<file path="src/core/sipo_defines.svh">
`ifndef SIPO_DEFINES_SVH
`define SIPO_DEFINES_SVH
`define SIPO_WIDTH      8
`define SIPO_FIFO_DEPTH 32
`define SIPO_RESET_VAL  8'h00
`define SIPO_ARM_CYCLES 3'h5
`endif

</file>
<file path="src/core/sipo_pkg.sv">
package sipo_pkg;
    typedef logic [7:0] sipo_byte_t;
    typedef logic [2:0] sipo_sync_t;
endpackage : sipo_pkg

</file>
<file path="src/core/sipo_fifo_if.sv">
`timescale 1ns/1ns
interface sipo_fifo_if;
    logic                 in_valid;
    logic                 in_ready;
    sipo_pkg::sipo_byte_t in_data;
    logic                 out_valid;
    logic                 out_ready;
    sipo_pkg::sipo_byte_t out_data;
    modport fill  (output in_valid, input in_ready, output in_data);
    modport store (input in_valid, output in_ready, input in_data);
    modport drain (input out_valid, output out_ready, input out_data);
    modport src   (output out_valid, input out_ready, output out_data);
endinterface : sipo_fifo_if

</file>
<file path="src/core/sipo_fifo.sv">
`timescale 1ns/1ns
`include "sipo_defines.svh"
module sipo_fifo #(
    parameter int WIDTH = `SIPO_WIDTH,
    parameter int DEPTH = `SIPO_FIFO_DEPTH
) (
    input  wire logic             clock,
    input  wire logic             rst_n,
    input  wire logic             flush,
    input  wire logic             in_valid,
    output logic                  in_ready,
    input  wire logic [WIDTH-1:0] in_data,
    output logic                  out_valid,
    input  wire logic             out_ready,
    output logic      [WIDTH-1:0] out_data
);
    localparam int AW = $clog2(DEPTH);
    logic [WIDTH-1:0] mem [DEPTH];
    logic [AW-1:0]    wr_ff;
    logic [AW-1:0]    rd_ff;
    logic [AW:0]      cnt_ff;
    logic             push;
    logic             pop;

    assign in_ready  = (cnt_ff != DEPTH[AW:0]);
    assign out_valid = (cnt_ff != '0);
    assign push      = in_valid && in_ready;
    assign pop       = out_valid && out_ready;
    assign out_data  = mem[rd_ff];

    always_ff @(posedge clock) begin
        if (push) begin
            mem[wr_ff] <= in_data;
        end
    end

    always_ff @(posedge clock or negedge rst_n) begin
        if (!rst_n) begin
            wr_ff  <= '0;
            rd_ff  <= '0;
            cnt_ff <= '0;
        end else if (flush) begin
            wr_ff  <= '0;
            rd_ff  <= '0;
            cnt_ff <= '0;
        end else begin
            if (push) begin
                wr_ff <= wr_ff + 1'b1;
            end
            if (pop) begin
                rd_ff <= rd_ff + 1'b1;
            end
            cnt_ff <= cnt_ff + {{AW{1'b0}}, push} - {{AW{1'b0}}, pop};
        end
    end
endmodule : sipo_fifo

</file>
<file path="src/core/sipo_top.sv">
`timescale 1ns/1ns
`include "sipo_defines.svh"
module sipo_top (
    input  wire logic clock,
    input  wire logic reset_n,
    input  wire logic serial_data_in,
    input  wire logic shift_clock,
    input  wire logic storage_clock,
    input  wire logic shift_clear_n,
    input  wire logic storage_clear_n,
    output logic      cascade_out,
    output logic      parallel_out_first,
    output logic      parallel_out_b,
    output logic      parallel_out_c,
    output logic      parallel_out_d,
    output logic      parallel_out_e,
    output logic      parallel_out_f,
    output logic      parallel_out_g,
    output logic      parallel_out_last,
    output logic      overrun
);
    // ==========================================
    // reset release
    logic [1:0] rst_sync_ff;
    logic       rst_n;

    always_ff @(posedge clock or negedge reset_n) begin
        if (!reset_n) begin
            rst_sync_ff <= 2'h0;
        end else begin
            rst_sync_ff <= {rst_sync_ff[0], 1'b1};
        end
    end
    assign rst_n = rst_sync_ff[1];

    // ==========================================
    // pin synchronisers
    sipo_pkg::sipo_sync_t sd_ff;
    sipo_pkg::sipo_sync_t sck_ff;
    sipo_pkg::sipo_sync_t stck_ff;
    sipo_pkg::sipo_sync_t sclr_ff;
    sipo_pkg::sipo_sync_t tclr_ff;
    logic                 sd_q_ff;
    logic                 sck_q_ff;
    logic                 stck_q_ff;
    logic                 sclr_q_ff;
    logic                 tclr_q_ff;

    // settled level: second and third stages agree
    function automatic logic settle(input sipo_pkg::sipo_sync_t s, input logic prev);
        settle = (s[1] == s[2]) ? s[2] : prev;
    endfunction : settle

    // serial data pin
    always_ff @(posedge clock or negedge rst_n) begin
        if (!rst_n) begin
            sd_ff <= 3'h0;
        end else begin
            sd_ff <= {sd_ff[1:0], serial_data_in};
        end
    end

    always_ff @(posedge clock or negedge rst_n) begin
        if (!rst_n) begin
            sd_q_ff <= 1'b0;
        end else begin
            sd_q_ff <= settle(sd_ff, sd_q_ff);
        end
    end

    // shift clock pin
    always_ff @(posedge clock or negedge rst_n) begin
        if (!rst_n) begin
            sck_ff <= 3'h0;
        end else begin
            sck_ff <= {sck_ff[1:0], shift_clock};
        end
    end

    always_ff @(posedge clock or negedge rst_n) begin
        if (!rst_n) begin
            sck_q_ff <= 1'b0;
        end else begin
            sck_q_ff <= settle(sck_ff, sck_q_ff);
        end
    end

    // storage clock pin
    always_ff @(posedge clock or negedge rst_n) begin
        if (!rst_n) begin
            stck_ff <= 3'h0;
        end else begin
            stck_ff <= {stck_ff[1:0], storage_clock};
        end
    end

    always_ff @(posedge clock or negedge rst_n) begin
        if (!rst_n) begin
            stck_q_ff <= 1'b0;
        end else begin
            stck_q_ff <= settle(stck_ff, stck_q_ff);
        end
    end

    // shift clear pin
    always_ff @(posedge clock or negedge rst_n) begin
        if (!rst_n) begin
            sclr_ff <= 3'h0;
        end else begin
            sclr_ff <= {sclr_ff[1:0], shift_clear_n};
        end
    end

    always_ff @(posedge clock or negedge rst_n) begin
        if (!rst_n) begin
            sclr_q_ff <= 1'b0;
        end else begin
            sclr_q_ff <= settle(sclr_ff, sclr_q_ff);
        end
    end

    // storage clear pin
    always_ff @(posedge clock or negedge rst_n) begin
        if (!rst_n) begin
            tclr_ff <= 3'h0;
        end else begin
            tclr_ff <= {tclr_ff[1:0], storage_clear_n};
        end
    end

    always_ff @(posedge clock or negedge rst_n) begin
        if (!rst_n) begin
            tclr_q_ff <= 1'b0;
        end else begin
            tclr_q_ff <= settle(tclr_ff, tclr_q_ff);
        end
    end

    // ==========================================
    // edge detection
    logic       sck_prev_ff;
    logic       stck_prev_ff;
    logic       shift_rise;
    logic       store_rise;

    // rising edge of a settled pin level
    function automatic logic rise(input logic now_lvl, input logic prev_lvl);
        rise = now_lvl && !prev_lvl;
    endfunction : rise

    always_ff @(posedge clock or negedge rst_n) begin
        if (!rst_n) begin
            sck_prev_ff <= 1'b0;
        end else begin
            sck_prev_ff <= sck_q_ff;
        end
    end

    always_ff @(posedge clock or negedge rst_n) begin
        if (!rst_n) begin
            stck_prev_ff <= 1'b0;
        end else begin
            stck_prev_ff <= stck_q_ff;
        end
    end

    // ==========================================
    // edge arming
    logic [2:0] arm_cnt_ff;
    logic       armed;

    // a pin already high at reset release is not an edge
    always_ff @(posedge clock or negedge rst_n) begin
        if (!rst_n) begin
            arm_cnt_ff <= 3'h0;
        end else if (!armed) begin
            arm_cnt_ff <= arm_cnt_ff + 3'h1;
        end
    end
    assign armed = (arm_cnt_ff == `SIPO_ARM_CYCLES);

    assign shift_rise = armed && rise(sck_q_ff, sck_prev_ff);
    assign store_rise = armed && rise(stck_q_ff, stck_prev_ff);

    // ==========================================
    // shift register
    sipo_pkg::sipo_byte_t shift_ff;
    sipo_pkg::sipo_byte_t nxt_shift;

    always_comb begin
        nxt_shift = {shift_ff[6:0], sd_q_ff};
    end

    always_ff @(posedge clock or negedge rst_n) begin
        if (!rst_n) begin
            shift_ff <= `SIPO_RESET_VAL;
        end else if (!sclr_q_ff) begin
            shift_ff <= `SIPO_RESET_VAL;
        end else if (shift_rise) begin
            shift_ff <= nxt_shift;
        end
    end

    assign cascade_out = shift_ff[7];

    // ==========================================
    // snapshot buffer toward storage
    sipo_fifo_if          fq ();
    logic                 pend_valid_ff;
    sipo_pkg::sipo_byte_t pend_data_ff;

    // snapshot taken before a simultaneous shift, so storage lags by one pulse
    // an edge seen while the storage clear is low must not land after release
    always_ff @(posedge clock or negedge rst_n) begin
        if (!rst_n) begin
            pend_valid_ff <= 1'b0;
        end else if (!tclr_q_ff) begin
            pend_valid_ff <= 1'b0;
        end else if (store_rise) begin
            pend_valid_ff <= 1'b1;
        end else if (fq.in_ready) begin
            pend_valid_ff <= 1'b0;
        end
    end

    always_ff @(posedge clock or negedge rst_n) begin
        if (!rst_n) begin
            pend_data_ff <= `SIPO_RESET_VAL;
        end else if (store_rise) begin
            pend_data_ff <= (!sclr_q_ff) ? `SIPO_RESET_VAL : shift_ff;
        end
    end

    // ==========================================
    // snapshot fifo
    logic store_flush;

    // a storage clear also drops snapshots still in flight
    assign store_flush  = !tclr_q_ff;
    assign fq.in_valid  = pend_valid_ff;
    assign fq.in_data   = pend_data_ff;
    assign fq.out_ready = 1'b1;

    sipo_fifo #(
        .WIDTH(`SIPO_WIDTH),
        .DEPTH(`SIPO_FIFO_DEPTH)
    ) u_fifo (
        .clock     (clock),
        .rst_n     (rst_n),
        .flush     (store_flush),
        .in_valid  (fq.in_valid),
        .in_ready  (fq.in_ready),
        .in_data   (fq.in_data),
        .out_valid (fq.out_valid),
        .out_ready (fq.out_ready),
        .out_data  (fq.out_data)
    );

    // ==========================================
    // overrun status
    // not expected: the fifo drains every cycle
    always_ff @(posedge clock or negedge rst_n) begin
        if (!rst_n) begin
            overrun <= 1'b0;
        end else begin
            overrun <= store_rise && pend_valid_ff && !fq.in_ready;
        end
    end

    // ==========================================
    // storage register
    sipo_pkg::sipo_byte_t store_ff;

    // clear wins over a pending load
    always_ff @(posedge clock or negedge rst_n) begin
        if (!rst_n) begin
            store_ff <= `SIPO_RESET_VAL;
        end else if (!tclr_q_ff) begin
            store_ff <= `SIPO_RESET_VAL;
        end else if (fq.out_valid) begin
            store_ff <= fq.out_data;
        end
    end

    // ==========================================
    // parallel outputs, first stage to first output
    assign parallel_out_first = store_ff[0];
    assign parallel_out_b     = store_ff[1];
    assign parallel_out_c     = store_ff[2];
    assign parallel_out_d     = store_ff[3];
    assign parallel_out_e     = store_ff[4];
    assign parallel_out_f     = store_ff[5];
    assign parallel_out_g     = store_ff[6];
    assign parallel_out_last  = store_ff[7];
endmodule : sipo_top

</file>
<file path="config.mk">
export PLATFORM = sky130hd
export DESIGN_NAME = sipo_top
export DESIGN_NICKNAME = d
export VERILOG_FILES = /design/src/core/sipo_pkg.sv /design/src/core/sipo_fifo_if.sv /design/src/core/sipo_fifo.sv /design/src/core/sipo_top.sv
export VERILOG_INCLUDE_DIRS = /design/src /design/src/core
export SDC_FILE = /design/constraint.sdc
export NUM_CORES = 1
export LEC_CHECK = 0
export BUFFER_PORTS_ARGS = -buffer_cell sky130_fd_sc_hd__buf_2
export CELL_PAD_IN_SITES_DETAIL_PLACEMENT = 2
export CELL_PAD_IN_SITES_GLOBAL_PLACEMENT = 2
export CORE_ASPECT_RATIO = 1.2
export CORE_MARGIN = 3
export CORE_UTILIZATION = 52
export DETAILED_ROUTE_END_ITERATION = 6
export HOLD_SLACK_MARGIN = 0.1
export PLACE_DENSITY_LB_ADDON = 0.1
export SLEW_MARGIN = 30
export SYNTH_ARGS = -nofsm -noshare
export SYNTH_HDL_FRONTEND = slang
export SYNTH_HIERARCHICAL = 1
export SYNTH_SLANG_ARGS = --single-unit
</file>
<file path="constraint.sdc">
create_clock -name clock -period 4.85 [get_ports clock]
set_input_delay 0.485 -clock clock [delete_from_list [all_inputs] [get_ports clock]]
set_output_delay 0.485 -clock clock [all_outputs]
set_load 0.01 [all_outputs]
</file>
## Word-level counts from Yosys, hierarchy flattened

Memories as Yosys holds them, arrays and structs flattened.
Index checks and enable logic that the tools add are counted.

- Memory bits (writable): 256
- Output and inout bits: 10
- Bits of input ports: 7
- Memories: 1
- Logic and storage cells: 65
- Register bits after elaboration: 69

Memory list:

| name | depth | bits a word | rd ports | clocked after Yosys merged registers in | wr ports | line | text |
|---|---|---|---|---|---|---|---|
| u_fifo.mem | 32 | 8 | 1 | 0 | 1 | sipo_fifo.sv:18 | `logic [WIDTH-1:0] mem [DEPTH];` |

- Equal/unequal tests: 11
- Add/sub/neg operators: 5
- Multiplexer cells: 15
- Reduce and logical (&&, ||, !) cells: 11

Operator list:

| operator | number |
|---|---|
| 8-bit two-way mux | 5 |
| 5-bit two-way mux | 4 |
| 5-bit by 1-bit adder with 5-bit output, second input constant | 2 |
| 1-bit logical AND | 7 |
| 6-bit by 1-bit adder with 6-bit output | 1 |
| 6-bit two-way mux | 1 |
| 2-bit by 1-bit inequality test with 1-bit output, second input constant | 3 |
| 6-bit inequality test, second input constant | 1 |
| 6-bit nonzero test | 1 |
| 6-bit by 1-bit subtractor with 6-bit output | 1 |
| 1-bit == test | 5 |
| 1-bit two-way mux | 5 |
| 3-bit by 1-bit adder with 3-bit output, second input constant | 1 |
| 3-bit == test, second input constant | 1 |
| 1-bit zero test | 3 |
| 3-bit by 1-bit inequality test with 1-bit output, second input constant | 1 |

## Longest topological paths before layout

Gate-level depths: netlist of run 1.

- Depth in word-level cells: 5
- Mapped depth: 14

## Modules after synthesis

The synthesis of run 1 kept the hierarchy.

By module, submodules not included:

| module | area an instance (µm²) | instances | seq. area each (µm²) | cells each |
|---|---|---|---|---|
| sipo_fifo | 10916.7 | 1 | 8087.8 | 571 |
| sipo_top | 1864.3 | 1 | 1326.3 | 127 |

## Worst setup path after synthesis of run 1

No wires, ideal clock.

- Path type: flip-flop to flip-flop
- Start point: reg u_fifo.cnt_ff[2]
- End point: reg u_fifo.cnt_ff[4]
- Setup time: 132 ps
- Cell stages (with the launch flop): 15
- Clock period less this slack: 2550 ps
- Data required time: 4718 ps
- Path slack: 2300 ps
- Arrival time: 2418 ps
- Cells stage by stage: dfrtp_1 inv_1 ha_1 nand4bb_1 and2_1 clkbuf_1 inv_1 ha_1 inv_1 ha_1 fa_1 a21oi_1 o21bai_1 xnor2_1 nor2_1

- Longest elaborated chain between the ends: 5
- Elaborated cells on any way between the ends: 6
- Those cells by class: add/sub: 2; eq/ne: 1; mux: 1; reduce/logical: 2

RTL lines:

| element | line | text |
|---|---|---|
| start, declared | sipo_fifo.sv:21 | `logic [AW:0] cnt_ff;` |
| start signal, assigned | sipo_fifo.sv:53 | `cnt_ff <= cnt_ff + {{AW{1'b0}}, push} - {{AW{1'b0}}, pop};` |
| 6-bit inequality test | sipo_fifo.sv:25 | `assign in_ready = (cnt_ff != DEPTH[AW:0]);` |
| via fq.in_ready | sipo_fifo_if.sv:4 | `logic in_ready;` |
| 1-bit logical AND | sipo_fifo.sv:27 | `assign push = in_valid && in_ready;` |
| 6-bit by 1-bit adder with 6-bit output | sipo_fifo.sv:53 |  |
| 6-bit by 1-bit subtractor with 6-bit output | sipo_fifo.sv:53 |  |
| 6-bit two-way mux | sipo_fifo.sv:42 | `end else if (flush) begin` |

The timed path passes the listed nets, and every way through them passes these cells.
A chain may end at the register's enable or synchronous reset.

## Final worst setup path of run 1

- Start point: reg u_fifo.cnt_ff[2]
- End point: reg u_fifo.cnt_ff[4]

- Elaborated cells on any way between the ends: 6
- Those cells by class: add/sub: 2; eq/ne: 1; mux: 1; reduce/logical: 2

RTL lines:

| element | line | text |
|---|---|---|
| 6-bit nonzero test | sipo_fifo.sv:26 | `assign out_valid = (cnt_ff != '0);` |
| via fq.out_valid | sipo_fifo_if.sv:6 | `logic out_valid;` |
| 6-bit by 1-bit subtractor with 6-bit output | sipo_fifo.sv:53 |  |
| 6-bit two-way mux | sipo_fifo.sv:42 |  |

The timed path passes the listed nets, and every way through them passes these cells.

==> results of run 1 <==
-- cells in the mapped netlist (8+ instances only) --
cell and n:
sky130_fd_sc_hd__a22oi_1 8, sky130_fd_sc_hd__ha_1 16, sky130_fd_sc_hd__o221ai_1 8, sky130_fd_sc_hd__nand2_1 20
sky130_fd_sc_hd__mux4_2 50, sky130_fd_sc_hd__a21oi_1 21, sky130_fd_sc_hd__xor2_1 8, sky130_fd_sc_hd__clkbuf_1 12
sky130_fd_sc_hd__mux2i_1 55, sky130_fd_sc_hd__nor2_1 53, sky130_fd_sc_hd__nand3_1 9, sky130_fd_sc_hd__buf_2 8
sky130_fd_sc_hd__dfrtp_1 69, sky130_fd_sc_hd__edfxtp_1 256, sky130_fd_sc_hd__inv_1 21
-- sequential cells by signal (all words and copies together), names as in the netlist, 5 cells and up --
register / flops
fq.in_data: 8
u_fifo/rd_ff: 5
store_ff: 8
shift_ff: 8
u_fifo/cnt_ff: 6
u_fifo/mem: 256
u_fifo/wr_ff: 5
-- logic make-up after synthesis --
logic type                 after synthesis  synth area share (%)
and+or+nand+nor                        112                  4.20
xor gates and xnor gates                12                 0.822
DFF                                    325                  73.7
other                                    1                0.0293
buffers and inverters                   57                  2.35
AOI/OAI and AO/OA                       64                  3.71
adders and majority gates               22                  2.11
muxes                                  105                  13.1
-- routing by layer --
metal | up-vias | GRT usage, %
li1 | 2787 | -
met1 | 3667 | 35.9
met2 | 223 | 47.8
met3 | 64 | 4.85
met4 | 0 | 9.08
met5 | - | 0
-- final timing paths --
path,slack [ns],start,endpoint
worst min-delay path,0.23,rst_sync_ff[1],u_fifo/wr_ff[4]
max in group asynchronous,4.05,rst_sync_ff[1],store_ff[2]
worst max register to register,1.21,u_fifo/cnt_ff[2],u_fifo/cnt_ff[4]
worst min register to register,0.23,rst_sync_ff[1],u_fifo/wr_ff[4]
worst max-delay path,1.21,u_fifo/cnt_ff[2],u_fifo/cnt_ff[4]
min in group clock,0.36,rst_sync_ff[0],rst_sync_ff[1]
-- power breakdown --
group	total, µW	internal [µW]	switching, µW
clock	2630	1550	1080
combinational	1080	460	619
sequential	3190	3070	122
-- final cells by class --
type                    instances  area share [%]
clock inverters                17            1.16
repair buffers                 35            1.79
clock buffers                  44            6.61
well taps                     320            2.78
inverters                      22           0.574
multi-input cells             321            21.6
flip-flops and latches        325            65.5
-- through the flow --
step	area [µm²]	hold WS [ns]
3_5_place_dp	13200	0.272
4_1_cts	14400	0.283
6_report	14400	0.233
2_1_floorplan	12800	0.189
3_3_place_gp	13200	0.269
5_1_grt	14400	0.273
-- critical path, cell delays in order (launching register included) --
cell	delay, ns
sky130_fd_sc_hd__dfrtp_1	0.41
sky130_fd_sc_hd__inv_1	0.12
sky130_fd_sc_hd__ha_1	0.24
sky130_fd_sc_hd__nand4bb_2	0.61
sky130_fd_sc_hd__nand2_1	0.49
sky130_fd_sc_hd__inv_1	0.10
sky130_fd_sc_hd__ha_1	0.29
sky130_fd_sc_hd__inv_1	0.04
sky130_fd_sc_hd__ha_1	0.21
sky130_fd_sc_hd__fa_1	0.44
sky130_fd_sc_hd__a21oi_1	0.18
sky130_fd_sc_hd__o21bai_1	0.14
sky130_fd_sc_hd__xnor2_1	0.16
sky130_fd_sc_hd__nor2_1	0.06
==> tab_implementation.tex, run 1 <==
\begin{tabular}{lr}
\hline
Metric & Value \\
\hline
\multicolumn{2}{l}{\textbf{Die}} \\
\quad Row count & 62 \\
\quad Floorplan die area & 26500 µm² \\
\quad IO Count & 17 \\
\quad Area of the core & 24000 µm² \\
\quad Horizontal die dimension & 149 µm \\
\quad Die height & 178 µm \\
\quad Starting density of the core & 53.1\% \\
\multicolumn{2}{l}{\textbf{Clocking}} \\
\quad Number of buffers inserted during clock tree synthesis & 34 \\
\quad Cell chosen for the clock root & sky130\_fd\_sc\_hd\_\_clkbuf\_16 \\
\quad Maximum count of clock buffers along a single path & 3 \\
\quad Clock-pin slew reported for the worst setup and hold paths after clock tree synthesis & 0.07 ns \\
\quad Clock insertion delay at the later pin of the skew report & 0.52 ns \\
\quad Clock tree from TritonCTS & yes \\
\quad Post-cts repair resize count & 0 \\
\quad Buffer count from post-CTS setup fixing & 0 \\
\quad Clock sinks & 325 \\
\quad Number of hold-repair buffers added at the cts stage & 6 \\
\quad CTS H-tree depth & 2 \\
\multicolumn{2}{l}{\textbf{Power and ir drop}} \\
\quad Worst voltage drop across the vdd grid & 328 µV \\
\quad Leakage & 0.00497 µW \\
\quad Pwr dens & 479 nW/µm² \\
\quad Total chip power & 6900 µW \\
\multicolumn{2}{l}{\textbf{Synthesis}} \\
\quad Post-synthesis cell type with the largest combined area & sky130\_fd\_sc\_hd\_\_edfxtp\_1 \\
\quad Proportion of register bits with asynchronous set or reset after synthesis & 21.2\% \\
\quad Number of synthesized flops with an enable pin & 256 \\
\quad Flops \& latches, synth & 325 \\
\quad Netlist area before placement & 12800 µm² \\
\quad Post-synthesis instance total & 698 \\
\quad Dominant cells by area after synthesis & sky130\_fd\_sc\_hd\_\_edfxtp\_1 (60\%), sky130\_fd\_sc\_hd\_\_dfrtp\_1 (14\%), sky130\_fd\_sc\_hd\_\_mux4\_2 (8.8\%), sky130\_fd\_sc\_hd\_\_mux2i\_1 (4.3\%), sky130\_fd\_sc\_hd\_\_ha\_1 (1.6\%) \\
\quad Area share of the largest cell type after synthesis & 60.1\% \\
\quad Yosys synthesis warning count & 6 \\
\quad Average cell area after synthesis & 18.3 µm² \\
\quad Seq/Total Area, Yosys & 73.7\% \\
\quad Top flip-flop cell by instance count after synthesis & sky130\_fd\_sc\_hd\_\_edfxtp\_1 \\
\quad Number of unique standard cell types used by synthesis & 50 \\
\multicolumn{2}{l}{\textbf{Global routing}} \\
\quad Aggregate global routing overflow & 0 \\
\quad Number of global-route vias before repair & 7532 \\
\quad Number of antenna violations at the first check in global routing & 0 \\
\quad Maximum number of pins on one net before global-route repair & 68 \\
\quad Total global routing track utilization & 27.7\% \\
\quad Global-route wire length before repair & 53.0 mm \\
\multicolumn{2}{l}{\textbf{Layout}} \\
\quad Signed area change from the synthesized netlist to the final layout & 12.6\% \\
\quad ANT cells & 0 \\
\quad NumNets Final & 763 \\
\quad Post-layout instance count excluding filler cells & 1084 \\
\quad Fill cell count & 1941 \\
\quad Area occupied by multi-input gates & 3110 µm² \\
\quad Final Util & 59.8\% \\
\quad Commonest cells after routing, fill and taps aside & sky130\_fd\_sc\_hd\_\_edfxtp\_1 (256), sky130\_fd\_sc\_hd\_\_dfrtp\_1 (60), sky130\_fd\_sc\_hd\_\_mux2i\_1 (55) \\
\quad FF/Latch Area & 9430 µm² \\
\quad Fraction of final layout cells sized beyond drive strength 1 & 20.0\% \\
\quad Most common library cell in the layout ignoring fill and taps & sky130\_fd\_sc\_hd\_\_edfxtp\_1 \\
\multicolumn{2}{l}{\textbf{Setup path}} \\
\quad Class of the most critical setup path & flip-flop to flip-flop \\
\quad Data arrival time of the critical path & 4.01 ns \\
\quad Required time worst endpoint & 5.22 ns \\
\quad Worst-path fanout max & 13 \\
\quad Number of cell instances on the worst register-to-register path & 13 \\
\quad Critical Path End Type & flip-flop \\
\quad Startpoint type of the worst setup path & flip-flop \\
\multicolumn{2}{l}{\textbf{Hold path}} \\
\quad Worst Hold Class & flip-flop to asynchronous set/reset pin \\
\multicolumn{2}{l}{\textbf{Outcome}} \\
\quad Result of the run & complete, no violations \\
\multicolumn{2}{l}{\textbf{Detailed routing}} \\
\quad Detail-routed via count per cell & 6.22 \\
\quad Drt first pass iters & 5 \\
\quad Highest metal layer used by the detailed router & met4 \\
\quad Amount of wire on met2 after detailed routing & 18.7 mm \\
\quad Detailed-route DRC error count & 0 \\
\quad Total via count after detailed routing & 6741 \\
\quad Routed WL & 35.3 mm \\
\quad ANT nets after route & 0 \\
\quad Sum of routed wire segments on met1 & 13.9 mm \\
\quad Wire length on met3 & 1.62 mm \\
\quad Starting DRT DRC Count & 451 \\
\quad WL/cell & 32.6 µm \\
\multicolumn{2}{l}{\textbf{Placement}} \\
\quad Detailed placer's ending HPWL & 21.4 mm \\
\quad Number of placed instances with taps included & 1016 \\
\quad Number of buffer cells added on primary ports & 16 \\
\quad Placement-stage worst setup slack & 1.28 ns \\
\quad Final weighted congestion in routability-driven placement & 0.743 \\
\multicolumn{2}{l}{\textbf{Timing}} \\
\quad Setup repair after global routing missed its margin & no \\
\quad Hold Fails Final Rpt & 0 \\
\quad Fmax & 274 MHz \\
\quad Final clock period utilization by the worst path & 75.1\% \\
\quad Clock Skew & 0.0282 ns \\
\quad Slew Limit Fails & 0 \\
\quad Relative slew margins & 29.9\% \\
\quad Final setup fails & 0 \\
\quad Clock period minus final worst setup slack & 3.64 ns \\
\quad Post-route setup slack & 1.21 ns \\
\quad Transition at the pin with the smallest max-transition slack & 1.05 ns \\
\quad Summed negative setup slack over all endpoints & 0 ns \\
\multicolumn{2}{l}{\textbf{Run}} \\
\quad Max-cap check violation count & 0 \\
\hline
\end{tabular}
No activity file was read; power rests on OpenSTA's default activity.
==> run 2, diff against run 1 <==
--- a/config.mk
+++ b/config.mk
@@ -11,7 +11,7 @@
 export CELL_PAD_IN_SITES_GLOBAL_PLACEMENT = 2
 export CORE_ASPECT_RATIO = 1.2
 export CORE_MARGIN = 3
-export CORE_UTILIZATION = 52
+export CORE_UTILIZATION = 49
 export DETAILED_ROUTE_END_ITERATION = 6
 export HOLD_SLACK_MARGIN = 0.1
 export PLACE_DENSITY_LB_ADDON = 0.1
==> constraint.sdc (replaced) <==
create_clock -name clock -period 3.6 [get_ports clock]
set_input_delay 0.36 -clock clock [delete_from_list [all_inputs] [get_ports clock]]
set_output_delay 0.36 -clock clock [all_outputs]
set_load 0.01 [all_outputs]
==> run 2 against run 1 <==
Effect of this change:
- non-clock buffer count is 9 higher
- clock power is 40% higher
- maximum frequency is 19% higher
- count of clock-buffer cells in the layout is 3 higher
- clock skew is 0.0039 ns lower
- setup slack worse by 0.66 ns
==> tab_implementation.tex, run 2 (synthesized netlist as in run 1, its figures left out) <==
\begin{tabular}{lr}
\hline
Metric & Value \\
\hline
\multicolumn{2}{l}{\textbf{Power and ir drop}} \\
\quad Pwr dens & 649 nW/µm² \\
\quad Leakage & 0.00502 µW \\
\quad Internal & 6930 µW \\
\quad Logic pwr share & 14.8\% \\
\quad Switching power & 2480 µW \\
\quad Total chip power & 9400 µW \\
\quad Relative contribution of the clock network to total power & 39.1\% \\
\quad Switching share of power & 26.3\% \\
\quad Worst voltage drop across the vdd grid & 412 µV \\
\quad Proportion of power drawn by flip-flops and latches & 46.1\% \\
\multicolumn{2}{l}{\textbf{Layout}} \\
\quad Max FFs per register & 256 \\
\quad Most common library cell in the layout ignoring fill and taps & sky130\_fd\_sc\_hd\_\_edfxtp\_1 \\
\quad ANT cells & 0 \\
\quad Fill cell count & 2191 \\
\quad Most flop-heavy register & u\_fifo/mem \\
\quad Signed area change from the synthesized netlist to the final layout & 13.4\% \\
\quad NumNets Final & 773 \\
\quad Commonest cells after routing, fill and taps aside & sky130\_fd\_sc\_hd\_\_edfxtp\_1 (256), sky130\_fd\_sc\_hd\_\_dfrtp\_1 (60), sky130\_fd\_sc\_hd\_\_mux2i\_1 (55) \\
\quad Final design instance area without fill & 14500 µm² \\
\quad Fraction of final layout cells sized beyond drive strength 1 & 20.5\% \\
\multicolumn{2}{l}{\textbf{Setup path}} \\
\quad Number of cell instances on the worst register-to-register path & 7 \\
\quad FF-to-FF End & store\_ff[0] \\
\quad Startpoint type of the worst setup path & flip-flop \\
\quad Cell class contributing the biggest share of worst-path delay & compound AO/OA/AOI/OAI gates \\
\quad Cell with the largest stage delay on the worst path & sky130\_fd\_sc\_hd\_\_dfrtp\_1 \\
\quad Largest stage delay, worst path & 0.94 ns \\
\quad Worst path bufs/invs & 1 \\
\quad Critical Path End Type & flip-flop \\
\quad Worst-path fanout max & 18 \\
\quad List of cells traversed by the critical path & buf\_4, mux4\_2, a22o\_1, a2111oi\_2, a21oi\_1, mux2i\_1, nor2\_1 \\
\quad Reg2reg start & u\_fifo/rd\_ff[2] \\
\quad Data arrival time of the critical path & 3.43 ns \\
\quad FF-to-FF setup slack & 0.54 ns \\
\quad Class of the most critical setup path & flip-flop to flip-flop \\
\quad Required time worst endpoint & 3.98 ns \\
\multicolumn{2}{l}{\textbf{Timing}} \\
\quad Summed negative setup slack over all endpoints & 0 ns \\
\quad Clock Skew & 0.0243 ns \\
\quad Clock period minus final worst setup slack & 3.06 ns \\
\quad Setup repair after global routing missed its margin & no \\
\quad Final setup fails & 0 \\
\quad Transition at the pin with the smallest max-transition slack & 0.981 ns \\
\quad Slew Limit Fails & 0 \\
\quad Relative slew margins & 34.3\% \\
\quad Fmax & 327 MHz \\
\quad Hold Fails Final Rpt & 0 \\
\quad Final clock period utilization by the worst path & 84.9\% \\
\multicolumn{2}{l}{\textbf{Die}} \\
\quad Row count & 64 \\
\quad Floorplan die area & 28100 µm² \\
\quad Horizontal die dimension & 153 µm \\
\quad Area of the core & 25600 µm² \\
\quad Starting density of the core & 49.9\% \\
\quad IO Count & 17 \\
\quad Die height & 183 µm \\
\multicolumn{2}{l}{\textbf{Placement}} \\
\quad Post-place instance area & 13300 µm² \\
\quad Number of buffer cells added on primary ports & 16 \\
\quad Detailed placer's ending HPWL & 21.9 mm \\
\quad Final weighted congestion in routability-driven placement & 0.775 \\
\multicolumn{2}{l}{\textbf{Clocking}} \\
\quad Cell chosen for the clock root & sky130\_fd\_sc\_hd\_\_clkbuf\_16 \\
\quad Clock-pin slew reported for the worst setup and hold paths after clock tree synthesis & 0.07 ns \\
\quad Maximum count of clock buffers along a single path & 3 \\
\quad Buffer count from post-CTS setup fixing & 0 \\
\quad Number of buffers inserted during clock tree synthesis & 35 \\
\quad Clock insertion delay at the later pin of the skew report & 0.52 ns \\
\quad Clock tree from TritonCTS & yes \\
\quad Clock sinks & 325 \\
\quad CTS H-tree depth & 2 \\
\multicolumn{2}{l}{\textbf{Global routing}} \\
\quad Global-route wire length before repair & 55.3 mm \\
\quad Number of global-route vias before repair & 7736 \\
\quad Number of antenna violations at the first check in global routing & 0 \\
\quad Aggregate global routing overflow & 0 \\
\quad Total global routing track utilization & 26.9\% \\
\quad Maximum number of pins on one net before global-route repair & 43 \\
\multicolumn{2}{l}{\textbf{Detailed routing}} \\
\quad Starting DRT DRC Count & 581 \\
\quad Drt first pass iters & 5 \\
\quad Detail-routed via count per cell & 6.24 \\
\quad WL/cell & 33.2 µm \\
\quad Detailed-route DRC error count & 0 \\
\quad Total via count after detailed routing & 6900 \\
\quad Routed WL & 36.7 mm \\
\quad ANT nets after route & 0 \\
\multicolumn{2}{l}{\textbf{Run}} \\
\quad Max-cap check violation count & 0 \\
\multicolumn{2}{l}{\textbf{Hold path}} \\
\quad Worst Hold Class & primary input to asynchronous set/reset pin \\
\multicolumn{2}{l}{\textbf{Outcome}} \\
\quad Result of the run & complete, no violations \\
\hline
\end{tabular}
run 2: cell count changes in the layout (fill, tap and decap cells not counted), sizes merged:
| cell | previous run | this run |
|---|---|---|
| buf | 29 | 38 |
| bufinv | 3 | 4 |
| clkbuf | 44 | 47 |
| clkinvlp | 0 | 1 |
| inv | 25 | 23 |
run 2: per-stage QoR:
step	setup WS (ns)	hold WS, ns	std cells	utilization, %
finish	0.545	0.150	1106	56.5
global route	0.432	0.151	1106	56.5
CTS	0.597	0.124	1106	56.5
detailed placement	0.673	0.150	1036	51.8
global placement	0.383	0.148	1036	51.7
floorplan	1.05	0.0644	703	-
run 2: repair_timing:
| action | in CTS | in global routing |
|---|---|---|
| hold endpoints to repair | 7 | 0 |
| gates resized for setup | 0 | 0 |
| hold buffers | 6 | 0 |
run 2: layout make-up:
class                           count  area (µm²)  share of cell area, %
Clock buffer                       47         952                   6.57
Multi-Input combinational cell    321        3100                   21.4
Clock inverter                     17         198                   1.36
Timing Repair Buffer               44         318                   2.19
Tap cell                          330         413                   2.85
Sequential cell                   325        9430                   65.1
Inverter                           22        82.6                  0.570
run 2: how the worst max path moves through the flow:
stage | cells after the start | start | slack [ns] | end
after detailed placement | 7 | u_fifo/rd_ff[2] | 0.67 | store_ff[0]
after global placement | 7 | u_fifo/rd_ff[2] | 0.38 | store_ff[0]
final | 7 | u_fifo/rd_ff[2] | 0.54 | store_ff[0]
after global routing | 13 | u_fifo/cnt_ff[2] | 0.43 | u_fifo/cnt_ff[4]
after CTS | 7 | u_fifo/rd_ff[2] | 0.60 | store_ff[0]
after floorplan | 14 | u_fifo/cnt_ff[2] | 1.05 | u_fifo/cnt_ff[4]
run 2: worst reg2reg max path: cells and delay by family, from the launching register on:
kind,cells,cell delay (ns)
flip-flops,1,0.94
AO/OA/AOI/OAI,3,1.05
multiplexers,2,0.52
AND/OR/NAND/NOR,1,0.07
buffers and inverters,1,0.33
run 2: power by group through the flow:
stage	Combinational (µW)	Sequential (µW)	Clock [µW]
5_1_grt	1480	4360	3910
4_1_cts	1400	4350	3740
3_5_place_dp	1340	4410	0
6_report	1390	4340	3670
3_3_place_gp	1280	4390	0
2_1_floorplan	1080	4290	0
run 2: per-layer routing:
| metal | wire length [µm] | GRT usage (%) |
|---|---|---|
| met5 | 0 | 0 |
| met3 | 1720 | 4.11 |
| met4 | 1020 | 7.99 |
| met2 | 19600 | 47.7 |
| met1 | 14400 | 34.9 |
==> run 3, diff against run 2 <==
--- a/config.mk
+++ b/config.mk
@@ -6,12 +6,13 @@
 export SDC_FILE = /design/constraint.sdc
 export NUM_CORES = 1
 export LEC_CHECK = 0
+export ABC_AREA = 1
 export BUFFER_PORTS_ARGS = -buffer_cell sky130_fd_sc_hd__buf_2
 export CELL_PAD_IN_SITES_DETAIL_PLACEMENT = 2
 export CELL_PAD_IN_SITES_GLOBAL_PLACEMENT = 2
 export CORE_ASPECT_RATIO = 1.2
 export CORE_MARGIN = 3
-export CORE_UTILIZATION = 49
+export CORE_UTILIZATION = 38
 export DETAILED_ROUTE_END_ITERATION = 6
 export HOLD_SLACK_MARGIN = 0.1
 export PLACE_DENSITY_LB_ADDON = 0.1
==> constraint.sdc (replaced) <==
create_clock -name clock -period 2.75 [get_ports clock]
set_input_delay 0.275 -clock clock [delete_from_list [all_inputs] [get_ports clock]]
set_output_delay 0.275 -clock clock [all_outputs]
set_load 0.01 [all_outputs]
==> run 3 against run 2 <==
Effect of this change:
- area after synthesis is 8.4% higher
- combinational power is 84% higher
- sequential power is 27% higher
- count of clock-buffer cells in the layout is 1 lower
- global-route usage is 5.5 points lower
- routed wire length is 13% higher
- critical path type unchanged
- largest cell class unchanged
- largest power group unchanged
==> tab_implementation.tex, run 3 <==
\begin{tabular}{lr}
\hline
Metric & Value \\
\hline
\multicolumn{2}{l}{\textbf{Power and ir drop}} \\
\quad Proportion of power drawn by flip-flops and latches & 42.4\% \\
\quad Worst voltage drop across the vdd grid & 567 µV \\
\quad Internal & 9170 µW \\
\quad Switching power & 3830 µW \\
\quad Logic pwr share & 19.7\% \\
\quad Pwr dens & 811 nW/µm² \\
\quad Leakage & 0.00690 µW \\
\quad Relative contribution of the clock network to total power & 37.9\% \\
\quad Switching share of power & 29.5\% \\
\multicolumn{2}{l}{\textbf{Timing}} \\
\quad Slew Limit Fails & 0 \\
\quad Clock period minus final worst setup slack & 2.57 ns \\
\quad Clock Skew & 0.00998 ns \\
\quad Final hold slack & 0.343 ns \\
\quad Final clock period utilization by the worst path & 93.6\% \\
\quad Transition at the pin with the smallest max-transition slack & 0.786 ns \\
\quad Relative slew margins & 47.6\% \\
\quad Hold Fails Final Rpt & 0 \\
\quad Fmax & 389 MHz \\
\quad Final setup fails & 0 \\
\multicolumn{2}{l}{\textbf{Synthesis}} \\
\quad Dominant cells by area after synthesis & sky130\_fd\_sc\_hd\_\_edfxtp\_1 (55\%), sky130\_fd\_sc\_hd\_\_dfrtp\_1 (12\%), sky130\_fd\_sc\_hd\_\_nand2\_1 (11\%), sky130\_fd\_sc\_hd\_\_nand3\_1 (6.8\%), sky130\_fd\_sc\_hd\_\_inv\_1 (4.6\%) \\
\quad Number of unique standard cell types used by synthesis & 34 \\
\quad Top cells by instance count after synthesis & sky130\_fd\_sc\_hd\_\_nand2\_1 (422), sky130\_fd\_sc\_hd\_\_edfxtp\_1 (256), sky130\_fd\_sc\_hd\_\_nand3\_1 (189) \\
\quad Top flip-flop cell by instance count after synthesis & sky130\_fd\_sc\_hd\_\_edfxtp\_1 \\
\quad Post-synthesis cell type with the largest combined area & sky130\_fd\_sc\_hd\_\_edfxtp\_1 \\
\quad Netlist area before placement & 13900 µm² \\
\quad Post-synthesis instance total & 1322 \\
\quad Average cell area after synthesis & 10.5 µm² \\
\quad Area share of the largest cell type after synthesis & 55.5\% \\
\quad Number of synthesized flops with an enable pin & 256 \\
\quad Flops \& latches, synth & 325 \\
\quad Seq/Total Area, Yosys & 67.9\% \\
\quad Most instantiated library cell after synthesis & sky130\_fd\_sc\_hd\_\_nand2\_1 \\
\quad Proportion of register bits with asynchronous set or reset after synthesis & 21.2\% \\
\quad Yosys synthesis warning count & 6 \\
\multicolumn{2}{l}{\textbf{Clocking}} \\
\quad Cell chosen for the clock root & sky130\_fd\_sc\_hd\_\_clkbuf\_16 \\
\quad Clock insertion delay at the later pin of the skew report & 0.53 ns \\
\quad Clock tree from TritonCTS & yes \\
\quad Clock-pin slew reported for the worst setup and hold paths after clock tree synthesis & 0.06 ns \\
\quad Maximum count of clock buffers along a single path & 3 \\
\quad Number of buffers inserted during clock tree synthesis & 35 \\
\quad Clock sinks & 325 \\
\quad CTS H-tree depth & 2 \\
\multicolumn{2}{l}{\textbf{Global routing}} \\
\quad Number of global-route vias before repair & 10.7k \\
\quad Number of antenna violations at the first check in global routing & 0 \\
\quad Layer carrying the most global-route usage & met2 \\
\quad Met3 GRT Util & 2.37\% \\
\quad Global-route wire length before repair & 63.8 mm \\
\quad Grt met1 use & 26.9\% \\
\quad Aggregate global routing overflow & 0 \\
\quad Maximum number of pins on one net before global-route repair & 139 \\
\quad GR met2 Demand/Resource & 39.0\% \\
\quad Total global routing track utilization & 21.4\% \\
\multicolumn{2}{l}{\textbf{Die}} \\
\quad IO Count & 17 \\
\quad Area of the core & 35900 µm² \\
\quad Floorplan die area & 38800 µm² \\
\quad Starting density of the core & 38.6\% \\
\quad Die height & 215 µm \\
\quad Horizontal die dimension & 180 µm \\
\quad Row count & 76 \\
\multicolumn{2}{l}{\textbf{Layout}} \\
\quad Signed area change from the synthesized netlist to the final layout & 15.7\% \\
\quad Fraction of final layout cells sized beyond drive strength 1 & 10.5\% \\
\quad Max FFs per register & 256 \\
\quad NumNets Final & 1411 \\
\quad Post-layout instance count excluding filler cells & 1881 \\
\quad Commonest cells after routing, fill and taps aside & sky130\_fd\_sc\_hd\_\_nand2\_1 (421), sky130\_fd\_sc\_hd\_\_edfxtp\_1 (256), sky130\_fd\_sc\_hd\_\_nand3\_1 (189) \\
\quad ANT cells & 0 \\
\quad Most flop-heavy register & u\_fifo/mem \\
\quad Most common library cell in the layout ignoring fill and taps & sky130\_fd\_sc\_hd\_\_nand2\_1 \\
\multicolumn{2}{l}{\textbf{Setup path}} \\
\quad Required time worst endpoint & 3.16 ns \\
\quad List of cells traversed by the critical path & inv\_1, ha\_1, nand4\_1, nand2\_2, inv\_1, ha\_1, inv\_1, ha\_1, fa\_2, nand2\_1, nand2\_1, a21oi\_2, xor2\_1, nor2\_1 \\
\quad Startpoint type of the worst setup path & flip-flop \\
\quad Worst-path fanout max & 6 \\
\quad Worst path bufs/invs & 3 \\
\quad Largest stage delay, worst path & 0.40 ns \\
\quad Cell class contributing the biggest share of worst-path delay & adder cells \\
\quad Critical Path End Type & flip-flop \\
\quad Class of the most critical setup path & flip-flop to flip-flop \\
\quad Data arrival time of the critical path & 2.99 ns \\
\quad Cell with the largest stage delay on the worst path & sky130\_fd\_sc\_hd\_\_dfrtp\_1 \\
\quad CP Launch Point & u\_fifo/cnt\_ff[2] \\
\quad Reg2reg start & u\_fifo/cnt\_ff[2] \\
\multicolumn{2}{l}{\textbf{Placement}} \\
\quad Number of placed instances with taps included & 1810 \\
\quad Detailed placer's ending HPWL & 25.4 mm \\
\quad Final weighted congestion in routability-driven placement & 0.761 \\
\quad Number of buffer cells added on primary ports & 16 \\
\multicolumn{2}{l}{\textbf{Outcome}} \\
\quad Result of the run & complete, no violations \\
\multicolumn{2}{l}{\textbf{Detailed routing}} \\
\quad Routed WL & 41.3 mm \\
\quad Total via count after detailed routing & 9594 \\
\quad Detailed-route DRC error count & 0 \\
\quad Starting DRT DRC Count & 518 \\
\quad WL/cell & 22.0 µm \\
\quad Detail-routed via count per cell & 5.10 \\
\quad Drt first pass iters & 4 \\
\quad ANT nets after route & 0 \\
\multicolumn{2}{l}{\textbf{Hold path}} \\
\quad Worst Hold Class & flip-flop to asynchronous set/reset pin \\
\multicolumn{2}{l}{\textbf{Run}} \\
\quad Max-cap check violation count & 0 \\
\hline
\end{tabular}
-- run 3: power by group through the flow --
stage	combinational [µW]	sequential (µW)	clock, µW
2_1_floorplan	1640	5610	0
3_3_place_gp	2480	5600	0
3_5_place_dp	2560	5610	0
4_1_cts	2600	5510	5050
5_1_grt	2890	5530	5250
6_report	2560	5510	4930
-- run 3: metrics by stage --
step | utilization [%] | setup slack, ns | total power (µW) | setup TNS [ns] | cell area, µm²
CTS | 44.6 | 0.0937 | 13200 | 0 | 16000
detailed placement | 41.1 | 0.112 | 8170 | 0 | 14800
global placement | 41.1 | 0.214 | 8080 | 0 | 14800
floorplan | - | 0.415 | 7260 | 0 | 13900
finish | 44.6 | 0.177 | 13000 | 0 | 16000
global route | 44.6 | -0.00570 | 13700 | -0.00570 | 16000
-- run 3: path summary, 6_finish.rpt --
path                               endpoint  slack [ns]  depth (start not counted)
max                        u_fifo/cnt_ff[4]        0.18                         14
min                              tclr_ff[0]        0.34                          0
max reg2reg                u_fifo/cnt_ff[4]        0.18                         14
min reg2reg                      tclr_ff[0]        0.34                          0
max in group asynchronous     fq.in_data[2]        1.72                          1
min in group clock               sclr_ff[1]        0.35                          0
-- run 3: cell families after synthesis --
| family | share of synthesized area [%] |
|---|---|
| compound gates | 2.32 |
| other cells | 0.0271 |
| simple gates | 20.6 |
| buf+inv | 6.97 |
| fa+ha+maj | 1.95 |
| flops | 67.9 |
| xor+xnor | 0.190 |
-- run 3: final cells by class --
| class | instances | area [µm²] |
|---|---|---|
| well taps | 468 | 586 |
| clock inverters | 17 | 208 |
| clock buffers | 46 | 980 |
| fillers | 3749 | 19900 |
| multi-input cells | 764 | 3490 |
| inverters | 178 | 672 |
| flip-flops and latches | 325 | 9420 |
| repair buffers | 83 | 676 |
-- run 3: timing repair --
action / 4_1_cts / 5_1_grt
setup buffers: 0 / 1
setup endpoints to repair: 0 / 1
hold buffers: 7 / 0
gates resized for setup: 0 / 3
hold endpoints to repair: 7 / 0
-- run 3: per-layer routing --
metal	share of wire (%)	vias up
li1	-	4456
met1	42	4935
met2	52	144
met3	2.7	59
met4	2.6	0
met5	0	-
